--- src/verilog/sleep_entry_params.svh ---
`ifndef SLEEP_ENTRY_PARAMS_SVH
`define SLEEP_ENTRY_PARAMS_SVH
`define SLEEP_ID_BYTE 8'h86
`define BITS_PER_BYTE 4'h8
`define RECOVERY_TIME_US 400
`define CLOCK_MHZ 100
`define RECOVERY_CYCLES (`RECOVERY_TIME_US * `CLOCK_MHZ)
`endif

--- src/verilog/sleep_entry_pkg.sv ---
package sleep_entry_pkg;
	typedef enum logic [2:0] {
		ST_IDLE,
		ST_SHIFT,
		ST_ACK,
		ST_IGNORE,
		ST_SLEEP
	} entry_state_t;
endpackage

--- src/verilog/sync_edge.sv ---
`timescale 1ns/1ps
module sync_edge (
	input wire logic i_clock,
	input wire logic i_rst,
	input wire logic i_async,
	output logic o_level,
	output logic o_rise,
	output logic o_fall
);
	logic meta_r;
	logic sync_r;
	logic prev_r;

	always_ff @(posedge i_clock) begin
		if (i_rst) begin
			meta_r <= 1'b1;
			sync_r <= 1'b1;
			prev_r <= 1'b1;
		end else begin
			meta_r <= i_async;
			sync_r <= meta_r;
			prev_r <= sync_r;
		end
	end

	assign o_level = sync_r;
	assign o_rise = sync_r & ~prev_r;
	assign o_fall = ~sync_r & prev_r;
endmodule

--- src/verilog/i2c_sleep_entry_sda_release.sv ---
`timescale 1ns/1ps
`include "sleep_entry_params.svh"
module i2c_sleep_entry_sda_release
	import sleep_entry_pkg::*;
#(
	parameter int RECOVERY_CYCLES = `RECOVERY_CYCLES
) (
	input wire logic i_clock,
	input wire logic i_rst,
	input wire logic i_scl,
	input wire logic i_sda,
	input wire logic i_sleep_armed,
	output logic o_sda,
	output logic o_sda_oe_n,
	output logic o_sleeping,
	output logic o_ready,
	output logic o_stop_seen
);
	logic scl;
	logic scl_rise;
	logic scl_fall;
	logic sda;
	logic sda_rise;
	logic sda_fall;
	entry_state_t state_r;
	entry_state_t state_nxt;
	logic [7:0] shift_r;
	logic [3:0] bit_cnt_r;
	logic drive_low_r;
	logic [31:0] rec_cnt_r;
	logic [31:0] rec_nxt;
	logic stop_seen_r;
	logic sleeping_r;
	logic ready_r;

	logic start;
	logic stop;
	logic byte_done;
	logic sleep_hit;
	logic ack_done;
	logic wake_ok;
	logic frame_open;

	sync_edge u_scl (
		.i_clock(i_clock),
		.i_rst(i_rst),
		.i_async(i_scl),
		.o_level(scl),
		.o_rise(scl_rise),
		.o_fall(scl_fall)
	);

	sync_edge u_sda (
		.i_clock(i_clock),
		.i_rst(i_rst),
		.i_async(i_sda),
		.o_level(sda),
		.o_rise(sda_rise),
		.o_fall(sda_fall)
	);

	assign start = scl & sda_fall;
	// SDA rising with SCL high, including our own sleep release
	assign stop = scl & sda_rise;

	// Eighth data bit ends on its SCL fall
	assign byte_done = scl_fall && (bit_cnt_r == `BITS_PER_BYTE);
	assign sleep_hit = i_sleep_armed && (shift_r == `SLEEP_ID_BYTE);

	// Ninth SCL rise while acknowledging ends the frame
	assign ack_done = (state_r == ST_ACK) && scl_rise;
	assign wake_ok = (rec_cnt_r == 32'h0);

	// START is ignored in sleep until recovery has run out
	assign frame_open = start && ((state_r != ST_SLEEP) || wake_ok);

	// Next state of the frame sequencer
	always_comb begin
		state_nxt = state_r;
		if (frame_open) begin
			state_nxt = ST_SHIFT;
		end else begin
			unique case (state_r)
				ST_IDLE: begin
					state_nxt = ST_IDLE;
				end
				ST_SHIFT: begin
					if (stop) begin
						state_nxt = ST_IDLE;
					end else if (byte_done && sleep_hit) begin
						state_nxt = ST_ACK;
					end else if (byte_done) begin
						state_nxt = ST_IGNORE;
					end
				end
				ST_ACK: begin
					if (scl_rise) begin
						state_nxt = ST_SLEEP;
					end
				end
				ST_IGNORE: begin
					if (stop) begin
						state_nxt = ST_IDLE;
					end
				end
				ST_SLEEP: begin
					state_nxt = ST_SLEEP;
				end
			endcase
		end
	end

	// Frame sequencer state
	always_ff @(posedge i_clock) begin
		if (i_rst) begin
			state_r <= ST_IDLE;
		end else begin
			state_r <= state_nxt;
		end
	end

	// Byte shifter, MSB first on synced SCL rise
	always_ff @(posedge i_clock) begin
		if (i_rst) begin
			shift_r <= 8'h00;
		end else if (frame_open) begin
			shift_r <= 8'h00;
		end else if (state_r == ST_SHIFT && !stop && scl_rise) begin
			shift_r <= {shift_r[6:0], sda};
		end
	end

	// Bit counter within the byte
	always_ff @(posedge i_clock) begin
		if (i_rst) begin
			bit_cnt_r <= 4'h0;
		end else if (frame_open) begin
			bit_cnt_r <= 4'h0;
		end else if (state_r == ST_SHIFT && !stop) begin
			if (scl_rise) begin
				bit_cnt_r <= bit_cnt_r + 4'h1;
			end else if (byte_done) begin
				bit_cnt_r <= 4'h0;
			end
		end
	end

	// SDA drive: low only while acknowledging, released on ninth rise
	always_ff @(posedge i_clock) begin
		if (i_rst) begin
			drive_low_r <= 1'b0;
		end else if (ack_done) begin
			drive_low_r <= 1'b0;
		end else if (state_r == ST_SHIFT && !stop && byte_done && sleep_hit) begin
			drive_low_r <= 1'b1;
		end
	end

	// Recovery count, loaded as sleep begins
	always_comb begin
		rec_nxt = rec_cnt_r;
		if (ack_done) begin
			rec_nxt = 32'(RECOVERY_CYCLES);
		end else if (rec_cnt_r != 32'h0) begin
			rec_nxt = rec_cnt_r - 32'h1;
		end
	end

	always_ff @(posedge i_clock) begin
		if (i_rst) begin
			rec_cnt_r <= 32'h0;
		end else begin
			rec_cnt_r <= rec_nxt;
		end
	end

	// Status outputs from flops, aligned with the state register
	always_ff @(posedge i_clock) begin
		if (i_rst) begin
			sleeping_r <= 1'b0;
			ready_r <= 1'b1;
		end else begin
			sleeping_r <= (state_nxt == ST_SLEEP);
			ready_r <= (state_nxt != ST_SLEEP) || (rec_nxt == 32'h0);
		end
	end

	// Sticky STOP observation, cleared by next START
	always_ff @(posedge i_clock) begin
		if (i_rst) begin
			stop_seen_r <= 1'b0;
		end else if (stop) begin
			stop_seen_r <= 1'b1;
		end else if (start) begin
			stop_seen_r <= 1'b0;
		end
	end

	assign o_sda = 1'b0;
	assign o_sda_oe_n = ~drive_low_r;
	assign o_sleeping = sleeping_r;
	assign o_ready = ready_r;
	assign o_stop_seen = stop_seen_r;
endmodule

--- config.mk ---
export PLATFORM = sky130hd
export DESIGN_NAME = i2c_sleep_entry_sda_release
export DESIGN_NICKNAME = d
export VERILOG_FILES = /design/src/verilog/sleep_entry_pkg.sv /design/src/verilog/sync_edge.sv /design/src/verilog/i2c_sleep_entry_sda_release.sv
export VERILOG_INCLUDE_DIRS = /design/src /design/src/verilog
export SDC_FILE = /design/constraint.sdc
export NUM_CORES = 1
export LEC_CHECK = 0
export BUFFER_PORTS_ARGS = -buffer_cell sky130_fd_sc_hd__buf_2
export CORE_MARGIN = 4
export CORE_UTILIZATION = 55
export DETAILED_ROUTE_END_ITERATION = 12
export GPL_ROUTABILITY_DRIVEN = 0
export MAX_ROUTING_LAYER = met4
export PLACE_DENSITY = 0.8
export SLEW_MARGIN = 20
export SYNTH_ARGS = -nofsm -noshare
export SYNTH_HDL_FRONTEND = slang
export SYNTH_SLANG_ARGS = --single-unit
--- constraint.sdc ---
create_clock -name i_clock -period 2.23 [get_ports i_clock]
set_clock_uncertainty 0.1 [all_clocks]
set_input_delay 0.446 -clock i_clock [delete_from_list [all_inputs] [get_ports i_clock]]
set_output_delay 0.446 -clock i_clock [all_outputs]
set_load 0.01 [all_outputs]
======== Word-level counts from Yosys, hierarchy flattened ========
Index checks and enable logic that the tools add are counted.
word-level totals
  flip-flop bits (word level) ............. 57
  input port bits ......................... 5
  output and inout port bits .............. 5
  word-level logic and storage cells ...... 70
cells by class
  $add $sub $neg .......................... 2
  equal/unequal tests ..................... 9
  mux-type cells .......................... 13
  bitwise operators ....................... 11
  reduce and logical (&&, ||, !) cells .... 21
operators by type and width
  cell                                                                    count
  32-bit zero test                                                        2
  32-bit 2-to-1 mux                                                       2
  32-bit nonzero test                                                     1
  32-bit by 1-bit subtractor with 32-bit output (second input constant)   1
  3-bit 2-to-1 mux                                                        6
  3-bit case mux with 5 select lines                                      1
  1-bit logical AND                                                       9
  8-bit equality test (second input constant)                             1
  4-bit 2-to-1 mux                                                        2
  1-bit AND                                                               6
  3-bit by 2-bit equality test with 1-bit output (second input constant)  2
  3-bit equality test (second input constant)                             2
  3-bit != test (second input constant)                                   2
  1-bit inverter                                                          5
  4-bit by 1-bit adder with 4-bit output (second input constant)          1
  4-bit equality test (second input constant)                             1
  2-bit nonzero test                                                      2
  2-bit OR reduction                                                      2
  3-bit by 1-bit equality test with 1-bit output (second input constant)  1
  3-bit zero test                                                         1
  1-bit logical OR                                                        2
  1-bit 2-to-1 mux                                                        2
  2-bit AND reduction                                                     1
  1-bit zero test                                                         1

======== Depth between registers and ports, before layout ========
Gate-level depths: netlist (run 1).
  depth after elaboration ................. 10
  depth in mapped cells ................... 11

======== By module ========
Synthesis (run 1) repeated with hierarchy kept, for this count alone.
second synthesis, totals
  cells, all modules ...................... 321
  area, all modules ....................... 2,726.4 um^2
by module, submodules not included
  module                       times used  cells each  area each (um^2)  seq. area each (um^2)
  i2c_sleep_entry_sda_release  1           305         2,541.2           1,021.0
  sync_edge                    2           8           92.6              60.1

======== Worst setup path after synthesis (run 1) ========
No wires, ideal clock.
  path type ............................... reg2reg
  from .................................... reg rec_cnt_r[2]
  to ...................................... reg ready_r, in the netlist o_ready
  arrival ................................. 2,225 ps
  required time ........................... 2,061 ps
  path slack .............................. -164 ps
  stages on the path, launching flop included .. 10
  path buffers ............................ 1
  clock period less this slack ............ 2,394 ps
  cell sequence ........................... dfxtp_1 -> or4_1 -> buf_2 -> nor3_2 -> and3_1 -> nand4_1 -> or3_1 -> xor2_1 -> nand4_1 -> o21ai_1
on the way
  longest elaborated chain between the ends .. 6
ends and longest elaborated chain
  what                                                                                                   RTL line                            RTL
  from (decl)                                                                                            i2c_sleep_entry_sda_release.sv:30   logic [31:0] rec_cnt_r;
  from (signal assigned)                                                                                 i2c_sleep_entry_sda_release.sv:173  rec_cnt_r <= rec_nxt;
  parallel branches: the longest is 5 deep, another holds 32-bit by 1-bit subtractor with 32-bit output  -
  1-bit logical OR *                                                                                     i2c_sleep_entry_sda_release.sv:184  ready_r <= (state_nxt != ST_SLEEP) || (rec_nxt == 32'h0);
  to (signal assigned)                                                                                   i2c_sleep_entry_sda_release.sv:184
  to (decl)                                                                                              i2c_sleep_entry_sda_release.sv:34   logic ready_r;
Mark *: on every way between the ends.
A chain may end at the register's enable or synchronous reset.

======== Worst setup path after layout (run 1) ========
  from .................................... reg rec_cnt_r[5]
  to ...................................... reg rec_cnt_r[16]
on the way
  longest elaborated chain between the ends .. 3
ends and longest elaborated chain
  what                                                                                  RTL line                                                                RTL
  32-bit by 1-bit subtractor with 32-bit output or 32-bit nonzero test (tied branches)  i2c_sleep_entry_sda_release.sv:165, i2c_sleep_entry_sda_release.sv:164
  32-bit 2-to-1 mux *                                                                   i2c_sleep_entry_sda_release.sv:164                                      end else if (rec_cnt_r != 32'h0) begin
  32-bit 2-to-1 mux *                                                                   i2c_sleep_entry_sda_release.sv:162                                      if (ack_done) begin
Mark *: on every way between the ends. The rest lies on a longest branch, timed or not.

==> results of run 1 <==
metal layers:
layer  vias to the layer above  GRT usage
li1                       1285          -
met1                      1473      0.314
met2                       346      0.479
met3                       110     0.0708
met4                         0      0.178
met5                         -          -
critical path, stage by stage (launching register included):
cell	delay (ns)
dfxtp_4	0.36
or4_4	0.60
buf_6	0.16
nor2_4	0.11
o311a_1	0.38
buf_4	0.20
nand3b_1	0.21
buf_4	0.22
nor2_2	0.12
xnor2_1	0.16
nor2_1	0.06
synthesized netlist by cell type, types with 2 or more instances:
master and n:
mux2i_1 10, nor4_2 2, inv_1 7, or4_4 2
or3b_2 2, or3_1 6, or2_2 6, nor3_1 9
xor2_1 4, nand3_1 4, ha_1 4, or4_1 3
clkbuf_1 6, nor3b_1 2, and3_1 2, mux2_2 2
o31ai_1 2, buf_2 2, nor3_2 2, a31oi_1 2
nand2b_1 8, a21oi_1 18, nand2_1 22, dfxtp_1 57
nor4_1 13, o21ai_0 9, nor2_1 54, nor2b_1 7
nand3b_1 2, nand4_1 8, xnor2_1 19
registers in the layout, indices dropped and copies added (netlist names):
signal / flops
u_sda.prev_r: 1
o_stop_seen: 1
u_sda.o_level: 1
bit_cnt_r: 4
u_scl.meta_r: 1
o_sleeping: 1
drive_low_r: 1
shift_r: 8
u_scl.o_level: 1
rec_cnt_r: 32
u_sda.meta_r: 1
state_r: 3
u_scl.prev_r: 1
o_ready: 1
metrics by stage:
step | hold WS (ns) | util | std cells
6_report | 0.178 | 0.854 | 480
5_1_grt | 0.188 | 0.854 | 480
4_1_cts | 0.171 | 0.772 | 465
3_5_place_dp | 0.295 | 0.681 | 438
3_3_place_gp | 0.292 | 0.681 | 438
2_1_floorplan | 0.289 | - | 314
path summary, 6_finish.rpt:
path | startpoint | endpoint | slack [ns]
setup / recovery | rec_cnt_r[5] | rec_cnt_r[16] | -0.58
hold / removal | i_sda | u_sda.meta_r | 0.18
setup reg to reg | rec_cnt_r[5] | rec_cnt_r[16] | -0.58
hold reg to reg | u_sda.meta_r | u_sda.o_level | 0.32
layout make-up:
class,instances,area [µm²]
multi-input cells,239,1810
flip-flops and latches,57,1150
repair buffers,94,738
fillers,190,688
clock buffers,11,141
well taps,67,83.8
clock inverters,5,78.8
inverters,7,26.3
cell families (layout without fill, tap and decap cells):
group	after synthesis	in the layout	synth area share
flip-flops	57	57	0.425
AO/OA/AOI/OAI	39	39	0.0848
buffers and inverters	18	117	0.0303
adder cells (fa/ha/maj)	4	4	0.0186
XOR/XNOR	23	23	0.0751
AND/OR/NAND/NOR	160	160	0.319
multiplexers	12	12	0.0457
other	1	1	0.00140
timing repair:
| item | in CTS | in global routing |
|---|---|---|
| hold buffers | 0 | 0 |
| resized for setup | 30 | 53 |
| cloned | 0 | 1 |
| pin swaps | 20 | 20 |
| endpoints found under the hold margin | 0 | 0 |
| buffers inserted | 12 | 14 |
| setup endpoints to repair | 27 | 37 |
==> flow_summary.json, run 1 <==
{
  "status": "finished, violations left",
  "violations": "DRC, setup timing",
  "portBuffers": 8,
  "die_area_mm2": 0.00606,
  "synth_top_area_cell": "dfxtp_1",
  "first_global_vias": 2737,
  "wl_met2_um": 5330,
  "clkSlewWorstSetupHoldPaths_ns": 0.07,
  "grt_usage": 0.290,
  "mostFrequentLayoutCell": "buf_4",
  "vias": 3214,
  "arrival_ns": 2.93,
  "diodes": 0,
  "cts_sinks": 57,
  "area_delta_synth_final_pct": 50.3,
  "hpwlAfterDp_um": 4680,
  "antenna_found_initial": 0,
  "grt_pass1_wl_um": 13200,
  "critPathLaunchType": "flop",
  "wl_um": 12100,
  "std_cell_rows": 25,
  "drtIter0Drc": 504,
  "ys_top_cells_by_area": "dfxtp_1, nor2_1, xnor2_1",
  "cts.path.max_buffers": 2,
  "setup_ws_ns": -0.575,
  "ys_warn_count": 0,
  "fin_crit_sh": 1.26,
  "end_kind": "flop",
  "hold_viol": 0,
  "hold_depth": 2,
  "drtPass1Iterations": 12,
  "yosysSeqAreaShare": 0.425,
  "fmax_mhz": 356,
  "worstSetupPathType": "flop to flop",
  "drive_above_1_share": 0.443,
  "setup_violations": 42,
  "dp_slack_ns": -0.300,
  "ant_nets": 0,
  "clk_latency_ns": 0.35,
  "pin_count": 10,
  "die_w_um": 77.9,
  "cts_max_level": 3,
  "required_ns": 2.36,
  "final-max-slew-violation-count": 0,
  "avgSynthCellArea_um2": 8.55,
  "grt_max_degree": 28,
  "design_area_mm2": 0.00404,
  "avgViaCountPerCell": 6.70,
  "core_area_mm2": 0.00472,
  "tritoncts": "built",
  "worst_pin_slew_ns": 0.572,
  "synth_cells": 314,
  "top_layer_used": "met4",
  "hold_class": "primary input to flop",
  "synth-seq-cells": 57,
  "rsz0062_at_grt": "yes",
  "synth_top_area_share": 0.425,
  "netlist_area_mm2": 0.00268,
  "synth_edf_count": 0,
  "grt-ovfl-total": 0,
  "nets": 417,
  "ys_types": 49,
  "placed_cell_area_mm2": 0.00322,
  "wl_per_cell_um": 25.2,
  "synth.net_count": 323,
  "cts_buffers": 9,
  "die_h_um": 77.9,
  "start_util": 0.568,
  "met1_length_um": 4230,
  "reg2reg_depth": 10,
  "relSlewSlack": 0.617,
  "crit_fanout": 4,
  "cts-root-buf": "clkbuf_8",
  "drc_errors": 1,
  "ys_async_sr_fraction": 0,
  "fin_tns_setup_ns": -6.05,
  "drv_cap": 0,
  "synthFlopType": "dfxtp_1",
  "final_cell_mix": "buf_4, dfxtp_1, nor2_1",
  "min_period_ns": 2.81,
  "wl_met3_um": 1560
}
Power of run 1 is left out: the tool's default activity adds up to more than one toggle a clock period on the data nets, which glitch-free logic cannot reach.
==> run 2: changes to the inputs <==
--- a/config.mk
+++ b/config.mk
@@ -6,6 +6,7 @@
 export SDC_FILE = /design/constraint.sdc
 export NUM_CORES = 1
 export LEC_CHECK = 0
+export ABC_AREA = 1
 export BUFFER_PORTS_ARGS = -buffer_cell sky130_fd_sc_hd__buf_2
 export CORE_MARGIN = 4
 export CORE_UTILIZATION = 55
==> flow_summary.json, run 2 <==
{
  "status": "finished clean",
  "die_w_um": 84.3,
  "drtPass1Iterations": 5,
  "drtIter0Drc": 366,
  "std_cell_rows": 27,
  "critPathLaunchType": "flop",
  "worstSetupPathType": "flop to flop",
  "n_fill_cell": 512,
  "grt-ovfl-total": 0,
  "drv_cap": 0,
  "yosysSeqAreaShare": 0.357,
  "ys_top_cells_by_area": "dfxtp_1, nand2_1, nor2_1",
  "fmax_mhz": 484,
  "synth-seq-cells": 57,
  "cts_max_level": 3,
  "die_h_um": 84.3,
  "netlist_area_mm2": 0.00320,
  "end_kind": "flop",
  "clkSlewWorstSetupHoldPaths_ns": 0.07,
  "cts-hold-fix-buffers": 0,
  "portBuffers": 8,
  "yosysMostFrequentCell": "nand2_1",
  "wl_met2_um": 3600,
  "place_inst": 585,
  "arrival_ns": 2.25,
  "vias": 3271,
  "synth_cells": 509,
  "final_cell_mix": "nand2_1, nor2_1, dfxtp_1",
  "required_ns": 2.41,
  "ys_warn_count": 0,
  "r2r_setup_slack_ns": 0.17,
  "final-max-slew-violation-count": 0,
  "tritoncts": "built",
  "antenna_found_initial": 0,
  "reg2reg_depth": 14,
  "seq_area_mm2": 0.00114,
  "cts_sinks": 57,
  "met1_length_um": 3670,
  "start_util": 0.574,
  "ant_nets": 0,
  "largest_reg_flops": 32,
  "setup_violations": 0,
  "core_area_mm2": 0.00557,
  "top_layer_used": "met4",
  "drive_above_1_share": 0.138,
  "hold_depth": 2,
  "first_global_vias": 3008,
  "synth_top_area_share": 0.357,
  "min_period_ns": 2.06,
  "cts_buffers": 9,
  "synth_edf_count": 0,
  "hold_viol": 0,
  "post_cts_resized": 0,
  "avgSynthCellArea_um2": 6.28,
  "grt_pass1_wl_um": 13900,
  "fin_crit_sh": 0.926,
  "wl_per_cell_um": 13.7,
  "hold_class": "primary input to flop",
  "placed_cell_area_mm2": 0.00332,
  "top_register": "rec_cnt_r",
  "ys_async_sr_fraction": 0,
  "avgViaCountPerCell": 5.44,
  "pin_count": 10,
  "wl_um": 8220,
  "synth.net_count": 518,
  "area_delta_synth_final_pct": 12.2,
  "cts-root-buf": "clkbuf_8",
  "mostFrequentLayoutCell": "nand2_1",
  "instances_no_fill": 601,
  "crit_fanout": 27,
  "wl_met3_um": 665,
  "clk_latency_ns": 0.34,
  "multi_input_area_mm2": 0.00182,
  "cts.path.max_buffers": 2,
  "design_area_mm2": 0.00359,
  "reg_top3": "rec_cnt_r: 32 flops, shift_r: 8 flops, bit_cnt_r: 4 flops",
  "hpwlAfterDp_um": 6060,
  "postCtsSetupBuffers": 0,
  "drc_errors": 0,
  "nets": 533,
  "grt_max_degree": 33,
  "diodes": 0,
  "synth_top_area_cell": "dfxtp_1",
  "grt_usage": 0.252,
  "synthFlopType": "dfxtp_1",
  "ys_types": 31,
  "die_area_mm2": 0.00710,
  "holdWs_ns": 0.179,
  "yosys-top-cells-count": "nand2_1, nor2_1, dfxtp_1, inv_1, nand3_1"
}
==> run 2: cell types whose count changed after synthesis, moves of 6 or more <==
cell      delta
xnor2_1     -14
nand2_1    +119
mux2i_1     -10
nor2b_1      -7
nor2_2      +11
or3_1        -6
nor2_1      +50
nor4_1      -12
inv_1       +48
nand3_1     +35
nand2b_1     -8
==> run 2: routing by layer <==
| layer | up-vias | track usage |
|---|---|---|
| met1 | 1458 | 0.338 |
| met3 | 34 | 0.0520 |
| li1 | 1626 | - |
| met2 | 153 | 0.359 |
| met4 | 0 | 0.126 |
| met5 | - | - |
==> run 2: area by class of cell <==
class                      instances  area share
timing repair buffer              16      0.0279
clock inverter                     5      0.0220
multi-input combinational        384       0.508
inverter                          56      0.0600
sequential                        57       0.318
tap                               72      0.0251
clock buffer                      11      0.0394
==> run 2: cell families after synthesis <==
kind of cell | count (synthesis) | share of synthesized area
other | 1 | 0.00117
XOR/XNOR | 10 | 0.0274
buffers and inverters | 68 | 0.0872
adder cells (fa/ha/maj) | 4 | 0.0157
AND/OR/NAND/NOR | 334 | 0.454
AO/OA/AOI/OAI | 35 | 0.0575
flip-flops | 57 | 0.357
==> run 2: critical path: stages (launching register included) <==
cell     delay (ns)
dfxtp_1        0.32
inv_2          0.11
ha_1           0.20
nand2_1        0.07
nor2_2         0.11
nand2_2        0.08
nor2_4         0.16
inv_6          0.12
a21oi_2        0.16
nand3_1        0.10
nor2_2         0.15
nand2_1        0.07
nor2_1         0.13
nand2_1        0.08
nand2_1        0.06
==> run 2: final timing paths <==
kind | start | endpoint
max | rec_cnt_r[0] | o_ready
min | i_scl | u_scl.meta_r
max reg2reg | rec_cnt_r[0] | o_ready
min reg2reg | u_sda.meta_r | u_sda.o_level
==> run 2: through the flow <==
step | utilization | setup TNS [ns] | setup WS, ns
2_1_floorplan | - | 0 | 0.407
3_3_place_gp | 0.596 | 0 | 0.111
3_5_place_dp | 0.596 | 0 | 0.0736
4_1_cts | 0.635 | 0 | 0.0240
5_1_grt | 0.644 | -0.0378 | -0.0378
6_report | 0.644 | 0 | 0.166
Power of run 2 is left out for the same reason.
